$ cat src/swc_pkg.sv
// Package with constants, modes and carrier types for the sleep and wake-up controller.
package swc_pkg;

  typedef enum logic [2:0] {
    SWC_MODE_IDLE     = 3'h0,
    SWC_MODE_ADC_NR   = 3'h1,
    SWC_MODE_PWR_DOWN = 3'h2,
    SWC_MODE_PWR_SAVE = 3'h3,
    SWC_MODE_RSVD4    = 3'h4,
    SWC_MODE_RSVD5    = 3'h5,
    SWC_MODE_STANDBY  = 3'h6,
    SWC_MODE_EXT_STBY = 3'h7
  } swc_mode_t;

  localparam logic [1:0] SWC_SENSE_LOW     = 2'h0;
  localparam logic [1:0] SWC_SENSE_ANY     = 2'h1;
  localparam logic [1:0] SWC_SENSE_FALL    = 2'h2;
  localparam logic [1:0] SWC_SENSE_RISE    = 2'h3;

  localparam int unsigned SWC_CLK_MHZ      = 200;
  localparam int unsigned SWC_HALT_CYCLES  = 4;
  localparam int unsigned SWC_STBY_CYCLES  = 6;
  localparam int unsigned SWC_TIMEOUT_DEF  = 4096;
  localparam int unsigned SWC_WDT_DIV_DEF  = 200;
  localparam int unsigned SWC_CNT_W        = 20;

  typedef struct packed {
    logic       sleep_arm;
    logic [2:0] sleep_sel;
    logic [1:0] irq_a_sense;
    logic       irq_a_mask;
    logic       global_ie;
    logic       ext_crystal;
    logic       timer2_async_select;
    logic       timer2_irq_en;
    logic       adc_enabled;
  } swc_cfg_t;

  typedef struct packed {
    logic adc_done;
    logic twi_match;
    logic irq_b_level;
    logic irq_c_edge;
    logic timer2_event;
    logic other_irq;
  } swc_wake_t;

  typedef struct packed {
    logic cpu_clk_en;
    logic io_clk_en;
    logic osc_en;
    logic adc_clk_en;
    logic timer2_run;
    logic adc_start;
  } swc_clk_t;

endpackage

$ cat src/swc_irq_sense.sv
// Pin synchroniser and sense logic for external interrupt pin a.
`timescale 1ns/1ps
module swc_irq_sense
  import swc_pkg::*;
(
  input  wire logic       sys_clk,
  input  wire logic       reset_n,
  input  wire logic       ext_irq_pin_a,
  input  wire logic [1:0] sense,
  input  wire logic       irq_a_mask,
  input  wire logic       global_ie,
  output logic            irq_req,
  output logic            pin_low
);

  logic sync1_reg;
  logic sync2_reg;
  logic prev_reg;
  logic hit;

  always_ff @(posedge sys_clk) begin
    if (!reset_n) begin
      sync1_reg <= 1'b1;
      sync2_reg <= 1'b1;
      prev_reg  <= 1'b1;
    end else begin
      sync1_reg <= ext_irq_pin_a;
      sync2_reg <= sync1_reg;
      prev_reg  <= sync2_reg;
    end
  end

  always_comb begin
    unique case (sense)
      SWC_SENSE_LOW:  hit = !sync2_reg;
      SWC_SENSE_ANY:  hit = sync2_reg ^ prev_reg;
      SWC_SENSE_FALL: hit = prev_reg & !sync2_reg;
      SWC_SENSE_RISE: hit = !prev_reg & sync2_reg;
    endcase
  end

  assign irq_req = hit & irq_a_mask & global_ie;
  assign pin_low = !sync2_reg;

endmodule

$ cat src/swc_wdt_filter.sv
// Two-tick level filter on the watchdog oscillator tick for power-down wake-up.
`timescale 1ns/1ps
module swc_wdt_filter
  import swc_pkg::*;
#(
  parameter int unsigned WDT_DIV = SWC_WDT_DIV_DEF
) (
  input  wire logic sys_clk,
  input  wire logic reset_n,
  input  wire logic level_in,
  output logic      level_ok
);

  logic [SWC_CNT_W-1:0] div_reg;
  logic [1:0]           samp_reg;
  logic                 tick;

  assign tick = (div_reg == SWC_CNT_W'(WDT_DIV - 1));

  always_ff @(posedge sys_clk) begin
    if (!reset_n) begin
      div_reg <= '0;
    end else if (tick) begin
      div_reg <= '0;
    end else begin
      div_reg <= div_reg + SWC_CNT_W'(1);
    end
  end

  always_ff @(posedge sys_clk) begin
    if (!reset_n) begin
      samp_reg <= 2'h0;
    end else if (!level_in) begin
      samp_reg <= 2'h0;
    end else if (tick) begin
      samp_reg <= {samp_reg[0], 1'b1};
    end
  end

  assign level_ok = samp_reg[1] & level_in;

endmodule

$ cat src/sleep_wakeup_control.sv
// Sleep mode sequencer with wake-up sources and resume timing.
`timescale 1ns/1ps
module sleep_wakeup_control
  import swc_pkg::*;
#(
  parameter int unsigned TIMEOUT_CYCLES = SWC_TIMEOUT_DEF,
  parameter int unsigned WDT_DIV        = SWC_WDT_DIV_DEF
) (
  input  wire logic      sys_clk,
  input  wire logic      reset_n,
  input  wire logic      sleep_instr,
  input  wire logic      instr_done,
  input  wire logic      ext_irq_pin_a,
  input  wire swc_cfg_t  cfg,
  input  wire swc_wake_t wake_src,
  output swc_clk_t       clk_ctrl,
  output logic           sleeping,
  output logic [2:0]     active_mode,
  output logic           irq_a_pending,
  output logic           irq_take,
  output logic           resume_core,
  output logic           timer2_irq_ok
);

  typedef enum logic [2:0] {
    SWC_RUN,
    SWC_SLEEP,
    SWC_TIMEOUT,
    SWC_HALT
  } swc_state_t;

  swc_state_t           state_reg;
  swc_state_t           state_next;
  swc_mode_t            mode_reg;
  logic [SWC_CNT_W-1:0] cnt_reg;
  logic [SWC_CNT_W-1:0] cnt_next;
  logic                 irq_wake_reg;
  logic                 irq_a_req;
  logic                 irq_a_low;
  logic                 level_ok;
  logic                 enter;
  logic                 osc_stopped;
  logic                 wake_irq;
  logic                 wake_any;
  logic                 mode_legal;

  swc_irq_sense u_sense (
    .sys_clk       (sys_clk),
    .reset_n       (reset_n),
    .ext_irq_pin_a (ext_irq_pin_a),
    .sense         (cfg.irq_a_sense),
    .irq_a_mask    (cfg.irq_a_mask),
    .global_ie     (cfg.global_ie),
    .irq_req       (irq_a_req),
    .pin_low       (irq_a_low)
  );

  swc_wdt_filter #(
    .WDT_DIV (WDT_DIV)
  ) u_filter (
    .sys_clk  (sys_clk),
    .reset_n  (reset_n),
    .level_in (irq_a_low & cfg.irq_a_mask & cfg.global_ie &
               (cfg.irq_a_sense == SWC_SENSE_LOW)),
    .level_ok (level_ok)
  );

  // Reserved codes and standby codes without a crystal do not sleep.
  always_comb begin
    unique case (swc_mode_t'(cfg.sleep_sel))
      SWC_MODE_RSVD4, SWC_MODE_RSVD5: mode_legal = 1'b0;
      SWC_MODE_STANDBY, SWC_MODE_EXT_STBY: mode_legal = cfg.ext_crystal;
      default: mode_legal = 1'b1;
    endcase
  end

  assign enter = sleep_instr & cfg.sleep_arm & mode_legal;

  assign osc_stopped = (mode_reg == SWC_MODE_PWR_DOWN) | (mode_reg == SWC_MODE_PWR_SAVE);

  // Wake sources per mode; a level on pin a is filtered when the oscillator is off.
  always_comb begin
    wake_irq = 1'b0;
    unique case (mode_reg)
      SWC_MODE_IDLE: begin
        wake_irq = irq_a_req | wake_src.adc_done | wake_src.twi_match |
                   wake_src.irq_b_level | wake_src.irq_c_edge |
                   wake_src.timer2_event | wake_src.other_irq;
      end
      SWC_MODE_ADC_NR: begin
        wake_irq = (irq_a_req & (cfg.irq_a_sense == SWC_SENSE_LOW)) |
                   wake_src.adc_done | wake_src.twi_match |
                   wake_src.irq_b_level | wake_src.irq_c_edge |
                   wake_src.timer2_event;
      end
      SWC_MODE_PWR_DOWN, SWC_MODE_STANDBY: begin
        wake_irq = (osc_stopped ? level_ok :
                    (irq_a_req & (cfg.irq_a_sense == SWC_SENSE_LOW))) |
                   wake_src.twi_match | wake_src.irq_b_level | wake_src.irq_c_edge;
      end
      default: begin
        wake_irq = (osc_stopped ? level_ok :
                    (irq_a_req & (cfg.irq_a_sense == SWC_SENSE_LOW))) |
                   wake_src.twi_match | wake_src.irq_b_level | wake_src.irq_c_edge |
                   (wake_src.timer2_event & cfg.timer2_async_select &
                    cfg.timer2_irq_en & cfg.global_ie);
      end
    endcase
  end

  assign wake_any = wake_irq;

  always_comb begin
    state_next = state_reg;
    cnt_next   = cnt_reg;
    unique case (state_reg)
      SWC_RUN: begin
        if (enter) begin
          state_next = SWC_SLEEP;
        end
      end
      SWC_SLEEP: begin
        if (wake_any) begin
          if (osc_stopped) begin
            state_next = SWC_TIMEOUT;
            cnt_next   = SWC_CNT_W'(TIMEOUT_CYCLES - 1);
          end else if (mode_reg == SWC_MODE_STANDBY || mode_reg == SWC_MODE_EXT_STBY) begin
            state_next = SWC_TIMEOUT;
            cnt_next   = SWC_CNT_W'(SWC_STBY_CYCLES - SWC_HALT_CYCLES - 1);
          end else begin
            state_next = SWC_HALT;
            cnt_next   = SWC_CNT_W'(SWC_HALT_CYCLES - 1);
          end
        end
      end
      SWC_TIMEOUT: begin
        if (cnt_reg == '0) begin
          state_next = SWC_HALT;
          cnt_next   = SWC_CNT_W'(SWC_HALT_CYCLES - 1);
        end else begin
          cnt_next = cnt_reg - SWC_CNT_W'(1);
        end
      end
      SWC_HALT: begin
        if (cnt_reg == '0) begin
          state_next = SWC_RUN;
        end else begin
          cnt_next = cnt_reg - SWC_CNT_W'(1);
        end
      end
      default: begin
        state_next = SWC_RUN;
      end
    endcase
  end

  // Synchronous reset returns to run, so the core restarts from its vector.
  always_ff @(posedge sys_clk) begin
    if (!reset_n) begin
      state_reg <= SWC_RUN;
      cnt_reg   <= '0;
    end else begin
      state_reg <= state_next;
      cnt_reg   <= cnt_next;
    end
  end

  always_ff @(posedge sys_clk) begin
    if (!reset_n) begin
      mode_reg <= SWC_MODE_IDLE;
    end else if (state_reg == SWC_RUN && enter) begin
      mode_reg <= swc_mode_t'(cfg.sleep_sel);
    end
  end

  // Marks that the wake came from an interrupt that the core must service.
  always_ff @(posedge sys_clk) begin
    if (!reset_n) begin
      irq_wake_reg <= 1'b0;
    end else if (state_reg == SWC_SLEEP && wake_any) begin
      irq_wake_reg <= !(mode_reg == SWC_MODE_ADC_NR && wake_src.timer2_event &&
                        !cfg.timer2_async_select && !wake_src.adc_done);
    end
  end

  // Clock gating per mode; only clocks are gated, never storage contents.
  always_ff @(posedge sys_clk) begin
    if (!reset_n) begin
      clk_ctrl <= '{cpu_clk_en: 1'b1, io_clk_en: 1'b1, osc_en: 1'b1,
                    adc_clk_en: 1'b1, timer2_run: 1'b1, adc_start: 1'b0};
    end else if (state_next == SWC_SLEEP) begin
      clk_ctrl.cpu_clk_en <= 1'b0;
      clk_ctrl.io_clk_en  <= (state_reg == SWC_RUN) ?
                             (cfg.sleep_sel == SWC_MODE_IDLE) : (mode_reg == SWC_MODE_IDLE);
      clk_ctrl.osc_en     <= (state_reg == SWC_RUN) ?
                             !(cfg.sleep_sel == SWC_MODE_PWR_DOWN ||
                               cfg.sleep_sel == SWC_MODE_PWR_SAVE) : !osc_stopped;
      clk_ctrl.adc_clk_en <= (state_reg == SWC_RUN) ? (cfg.sleep_sel[2:1] == 2'h0) :
                             (mode_reg == SWC_MODE_IDLE || mode_reg == SWC_MODE_ADC_NR);
      clk_ctrl.timer2_run <= (state_reg == SWC_RUN) ?
                             (cfg.sleep_sel[1:0] != 2'h2 || cfg.sleep_sel[2] == 1'b0 &&
                              cfg.sleep_sel[1:0] != 2'h2) &&
                             !(cfg.sleep_sel[0] && cfg.sleep_sel[1] && !cfg.timer2_async_select) :
                             clk_ctrl.timer2_run;
      clk_ctrl.adc_start  <= (state_reg == SWC_RUN) && cfg.adc_enabled &&
                             (cfg.sleep_sel[2:1] == 2'h0);
    end else begin
      clk_ctrl <= '{cpu_clk_en: 1'b1, io_clk_en: 1'b1, osc_en: 1'b1,
                    adc_clk_en: 1'b1, timer2_run: 1'b1, adc_start: 1'b0};
      clk_ctrl.cpu_clk_en <= (state_next == SWC_RUN);
    end
  end

  always_ff @(posedge sys_clk) begin
    if (!reset_n) begin
      sleeping      <= 1'b0;
      active_mode   <= 3'h0;
      irq_a_pending <= 1'b0;
      irq_take      <= 1'b0;
      resume_core   <= 1'b0;
      timer2_irq_ok <= 1'b0;
    end else begin
      sleeping      <= (state_next != SWC_RUN);
      active_mode   <= mode_reg;
      irq_a_pending <= irq_a_req & (instr_done | (state_reg != SWC_RUN) |
                                    (cfg.irq_a_sense != SWC_SENSE_LOW));
      irq_take      <= (state_reg == SWC_HALT) && (cnt_reg == '0) && irq_wake_reg;
      resume_core   <= (state_reg == SWC_HALT) && (cnt_reg == '0);
      timer2_irq_ok <= !((state_reg != SWC_RUN) && mode_reg == SWC_MODE_ADC_NR &&
                         !cfg.timer2_async_select);
    end
  end

endmodule

$ cat config.mk
export PLATFORM = sky130hd
export DESIGN_NAME = sleep_wakeup_control
export DESIGN_NICKNAME = d
export VERILOG_FILES = /design/src/swc_pkg.sv /design/src/swc_irq_sense.sv /design/src/swc_wdt_filter.sv /design/src/sleep_wakeup_control.sv
export SDC_FILE = /design/constraint.sdc
export NUM_CORES = 1
export LEC_CHECK = 0
export CELL_PAD_IN_SITES_DETAIL_PLACEMENT = 0
export CELL_PAD_IN_SITES_GLOBAL_PLACEMENT = 1
export CORE_MARGIN = 2
export CORE_UTILIZATION = 35
export DETAILED_ROUTE_END_ITERATION = 16
export DONT_BUFFER_PORTS = 1
export MAX_ROUTING_LAYER = met4
export PLACE_DENSITY = 0.7
export SYNTH_ARGS = -nofsm -noshare
export SYNTH_HDL_FRONTEND = slang
export SYNTH_SLANG_ARGS = --single-unit
$ cat constraint.sdc
create_clock -name sys_clk -period 2.8 [get_ports sys_clk]
set_input_delay 0.28 -clock sys_clk [delete_from_list [all_inputs] [get_ports sys_clk]]
set_output_delay 0.28 -clock sys_clk [all_outputs]
set_load 0.01 [all_outputs]
## After elaboration in Yosys (flattened, before gate mapping)

Index checks and enable logic that the tools add are counted.

| word-level totals | value |
|---|---|
| output and inout bits | 14 |
| logic and storage cells | 149 |
| bits of input ports | 23 |
| register bits | 66 |

| operators by class | value |
|---|---|
| bitwise logic cells | 36 |
| $add $sub $neg | 2 |
| equality and inequality tests | 22 |
| reductions and logical operators | 46 |
| muxes and demuxes | 22 |

Operators by type and width:

| kind | count |
|---|---|
| $mux W20 | 3 |
| $pmux W20 S3 | 1 |
| $add A20 B1 Y20 const B | 1 |
| $eq A20 B8 Y1 const B | 1 |
| $logic_not A20 Y1 | 1 |
| $sub A20 B1 Y20 const B | 1 |
| $eq A3 B2 Y1 const B | 6 |
| $eq A3 B3 Y1 const B | 6 |
| $or A1 B1 Y1 | 18 |
| $and A1 B1 Y1 | 15 |
| $logic_and A1 B1 Y1 | 15 |
| $logic_not A3 Y1 | 4 |
| $mux W12 | 1 |
| $mux W3 | 4 |
| $pmux W3 S4 | 1 |
| $eq A3 B1 Y1 const B | 3 |
| $logic_not A1 Y1 | 9 |
| $reduce_bool A3 Y1 | 3 |
| $reduce_or A2 Y1 | 4 |
| $mux W1 | 7 |
| $mux W6 | 1 |
| $ne A2 B2 Y1 const B | 3 |
| $eq A2 B2 Y1 const B | 2 |
| $logic_not A2 Y1 | 2 |
| other kinds (11) | 16 |

## Logic depth before layout (Yosys ltp)

| depth | value |
|---|---|
| depth after elaboration | 16 |
| mapped depth | 11 |
| depth with buffers taken out | 8 |

## By module

From an unflattened synthesis, not the netlist that was laid out.

| unflattened totals | value |
|---|---|
| cell total of the unflattened synthesis | 388 |
| area total of the unflattened synthesis | 3234.4 um^2 |

Modules (own cells, without submodules):

| module | area an instance (um^2) | instances | seq. area each (um^2) | cells an instance |
|---|---|---|---|---|
| sleep_wakeup_control | 2108.3 | 1 | 820.8 | 262 |
| swc_wdt_filter | 977.2 | 1 | 440.4 | 111 |
| swc_irq_sense | 148.9 | 1 | 60.1 | 15 |

## Worst setup path after synthesis

Ideal clock, no wire load.

| timing path | value |
|---|---|
| path kind | reg2reg |
| start point | register cnt_reg[0] |
| end point | register cnt_reg[19] |
| required time | 2663 ps |
| clock period less this slack | 2457 ps |
| arrival | 2320 ps |
| stages on the path, launching flop included | 11 |
| setup slack | 343 ps |
| library setup time | 137 ps |
| buffers on the path | 3 |
| path through | dfxtp_1 -> inv_1 -> ha_1 -> or3b_1 -> clkbuf_1 -> or4_4 -> buf_6 -> or3_1 -> buf_2 -> nand4b_1 -> mux2i_1 |

| between the ends | value |
|---|---|
| longest elaborated chain between the ends | 3 |
| elaborated cells on any way between the ends | 7 |
| classes of those cells | 1 x add/sub; 1 x eq/ne; 3 x mux; 2 x reduce/logical |

Ends and longest elaborated chain:

| what | line | text |
|---|---|---|
| start, declared | sleep_wakeup_control.sv:35 | `logic [SWC_CNT_W-1:0] cnt_reg;` |
| start signal, assigned | sleep_wakeup_control.sv:164 | `cnt_reg <= cnt_next;` |
| $sub A20 B1 Y20 or $logic_not A20 Y1 (tied branches) | n/a |  |
| $mux W20, or another cell as far along | sleep_wakeup_control.sv:145 | `if (cnt_reg == '0) begin` |
| $pmux W20 S3 or $reduce_and A3 Y1 (tied branches) | n/a |  |

Parallel ways exist; a longest one is shown, timed or not. The select of a mux whose other input is x is not followed.
A chain may end at the register's enable or synchronous reset.

## Final worst setup path

| timing path | value |
|---|---|
| start point | register cnt_reg[0] |
| end point | register cnt_reg[7] |

Same word-level chain as after synthesis.

==> flow_summary.json <==
{
  "fp.dieW_um": 102,
  "ys_seq_area_share_pct": 39.4,
  "power.switching_w": 0.000488,
  "cts.clk_slew.worst_paths_ns": 0.08,
  "ys_seq_elements": 66,
  "synth_edf_count": 0,
  "post-place-ws_ns": 0.280,
  "place.gp.congestion": 0.819,
  "hold_ws_ns": 0.0257,
  "layout_commonest_cell": "dfxtp_1",
  "fin_crit_sh_pct": 90.6,
  "synth_top_area_cell": "dfxtp_1",
  "layout_common_cells": "66 x dfxtp_1, 42 x nor2_1, 34 x nand3_1",
  "fin_skew_ns": 0.0130,
  "routed_wl_mm": 8.09,
  "placed_cells": 515,
  "yosys_warnings": 0,
  "clock_sinks": 66,
  "setup_slack_ns": 0.262,
  "maxCapViolations": 0,
  "worst_pin_slew_ns": 0.796,
  "powerDensity_nw_per_um2": 515,
  "rows": 35,
  "combPwrFrac_pct": 6.8,
  "crit_type": "flip-flop to flip-flop",
  "synth_top_area_share_pct": 39.4,
  "fin_nets": 425,
  "initialDrtViolationCount": 211,
  "gr-usage-all-layers_pct": 16.8,
  "cts_buffers": 9,
  "viasPerCell": 5.49,
  "async_flop_share_pct": 0,
  "drc": 0,
  "p_clk_share_pct": 42.3,
  "endpoint_kind": "flip-flop",
  "final_cell_count_no_fill": 532,
  "p_seq_share_pct": 50.9,
  "synthTopCellsByArea": "dfxtp_1 39%, nand3_1 5.1%, nor2_1 4.7%",
  "synth_fp_nets": 424,
  "hpwl_mm": 5.66,
  "worst_setup_path_start_kind": "flip-flop",
  "layout-drive-gt1-share_pct": 10.2,
  "clockRootBuffer": "clkbuf_8",
  "ios": 37,
  "synth_cells": 397,
  "peakVddDrop_mv": 0.251,
  "intPower_w": 0.00142,
  "critPathArrivalTime_ns": 2.76,
  "area_growth_pct": 10.3,
  "grt_pass1_wl_mm": 13.4,
  "overflow": 0,
  "rsz0062_at_grt": "no",
  "cts_buffer_depth": 2,
  "port-buffer-count": 0,
  "finalHoldViolations": 0,
  "first_pass_iters": 4,
  "vias": 2920,
  "fill_cells": 1006,
  "mappedNetlistArea_um2": 3360,
  "die_h_um": 102,
  "required_ns": 3.02,
  "fmax_mhz": 394,
  "outcome": "complete, no violations",
  "synthDistinctLibCells": 65,
  "core_um2": 9280,
  "antenna_cells": 0,
  "synth-main-ff-cell": "dfxtp_1",
  "p_leak_nw": 1.37,
  "syn_avg_cell_area_um2": 8.46,
  "dieArea_um2": 10400,
  "maxSlewHeadroom_pct": 46.5,
  "slew_violations": 0,
  "cts_tree": "done",
  "antenna_found_initial": 0,
  "grt_pass1_vias": 2668,
  "htree_levels": 3,
  "start_util_pct": 36.2,
  "path_max_fanout": 11,
  "antenna_left": 0,
  "wire_per_inst_um": 15.2,
  "ctsResizeCount": 0,
  "fin_crit_ns": 2.54,
  "netSwitchingFraction_pct": 25.6,
  "setup_viol": 0,
  "grt_max_degree": 42,
  "clk_latency_ns": 0.34,
  "p_total_w": 0.00191,
  "hp-class": "input pin to flip-flop",
  "setup_tns_ns": 0
}
[metal layers]
metal / wire length [um] / global-route usage (%)
met2: 3520 / 23.8
met1: 4190 / 24.0
met4: 55 / 4.00
met5: 0 / -
met3: 330 / 4.10
[cells in the mapped netlist, types with 2 or more instances]
cell type	n
xnor2_1	5
buf_4	2
nor3b_1	3
nand3_2	2
a211oi_1	4
inv_1	12
nand2b_1	7
nand2_1	24
a21bo_2	2
nand3_1	34
nor4_1	9
o21ai_2	2
nor2_1	42
a31oi_1	3
a32oi_1	6
o41ai_1	3
and2_1	4
mux2i_1	8
nor3_1	18
a21oi_2	2
o21ai_0	9
buf_6	2
dfxtp_1	66
o211ai_1	3
o31ai_1	5
mux2_2	2
a21oi_1	12
xor2_1	12
nand3b_1	2
ha_1	4
nand4_1	15
nand4b_1	6
or4_1	4
or3_1	7
clkbuf_1	10
buf_2	6
o21ai_1	6
and3_1	6
o22ai_1	2
[timing repair]
item / 4_1_cts / 5_1_grt
hold buffers: 1 / 0
endpoints found under the hold margin: 1 / 0
buffers inserted: 0 / 0
[stage by stage]
stage          util [%]  instance area, um^2
5_1_grt            39.9                 3700
3_3_place_gp       37.7                 3500
4_1_cts            39.9                 3700
2_1_floorplan         -                 3360
6_report           39.9                 3700
3_5_place_dp       37.7                 3500
[power groups by stage]
stage	registers, W	clock network [W]	logic (W)
floorplan	0.000986	0	0.000110
global placement	0.000991	0	0.000128
detailed placement	0.000991	0	0.000129
CTS	0.000969	0.000831	0.000131
global route	0.000972	0.000871	0.000147
finish	0.000970	0.000806	0.000130
[cells by family after synthesis]
| kind of cell | Yosys count | share of synthesized area, % |
|---|---|---|
| AO/OA/AOI/OAI | 75 | 16.4 |
| AND/OR/NAND/NOR | 191 | 30.5 |
| buffers and inverters | 33 | 4.58 |
| flip-flops | 66 | 39.4 |
| other | 1 | 0.112 |
| XOR/XNOR | 17 | 4.44 |
| multiplexers | 10 | 3.06 |
| adder cells (fa/ha/maj) | 4 | 1.49 |
[critical path, cell delays in order, from the launching register on]
cell and delay [ns]:
dfxtp_1 0.33, inv_1 0.09, ha_1 0.21, or3b_1 0.40, or4_4 0.59, o21ai_4 0.33
nor2_2 0.16, a32oi_1 0.21, nand3_1 0.10
[path summary, 6_finish.rpt]
kind	depth (start not counted)	startpoint	slack, ns	to
worst min register to register	1	u_sense.sync1_reg$_SDFF_PN1_	0.44	u_sense.sync2_reg$_SDFF_PN1_
worst max register to register	8	cnt_reg[0]$_SDFFE_PN0P_	0.26	cnt_reg[7]$_SDFFE_PN0P_
worst max-delay path	8	cnt_reg[0]$_SDFFE_PN0P_	0.26	cnt_reg[7]$_SDFFE_PN0P_
worst min-delay path	1	reset_n	0.03	u_sense.sync2_reg$_SDFF_PN1_
[area by class of cell]
cell class	instances	area (um^2)	area share [%]
multi-input combinational	298	1880	50.8
sequential	66	1320	35.7
tap	129	161	4.36
clock buffer	10	128	3.45
timing repair buffer	11	97.6	2.64
clock inverter	6	67.6	1.82
inverter	12	45.0	1.22
Power figures use the tool's default switching activity.
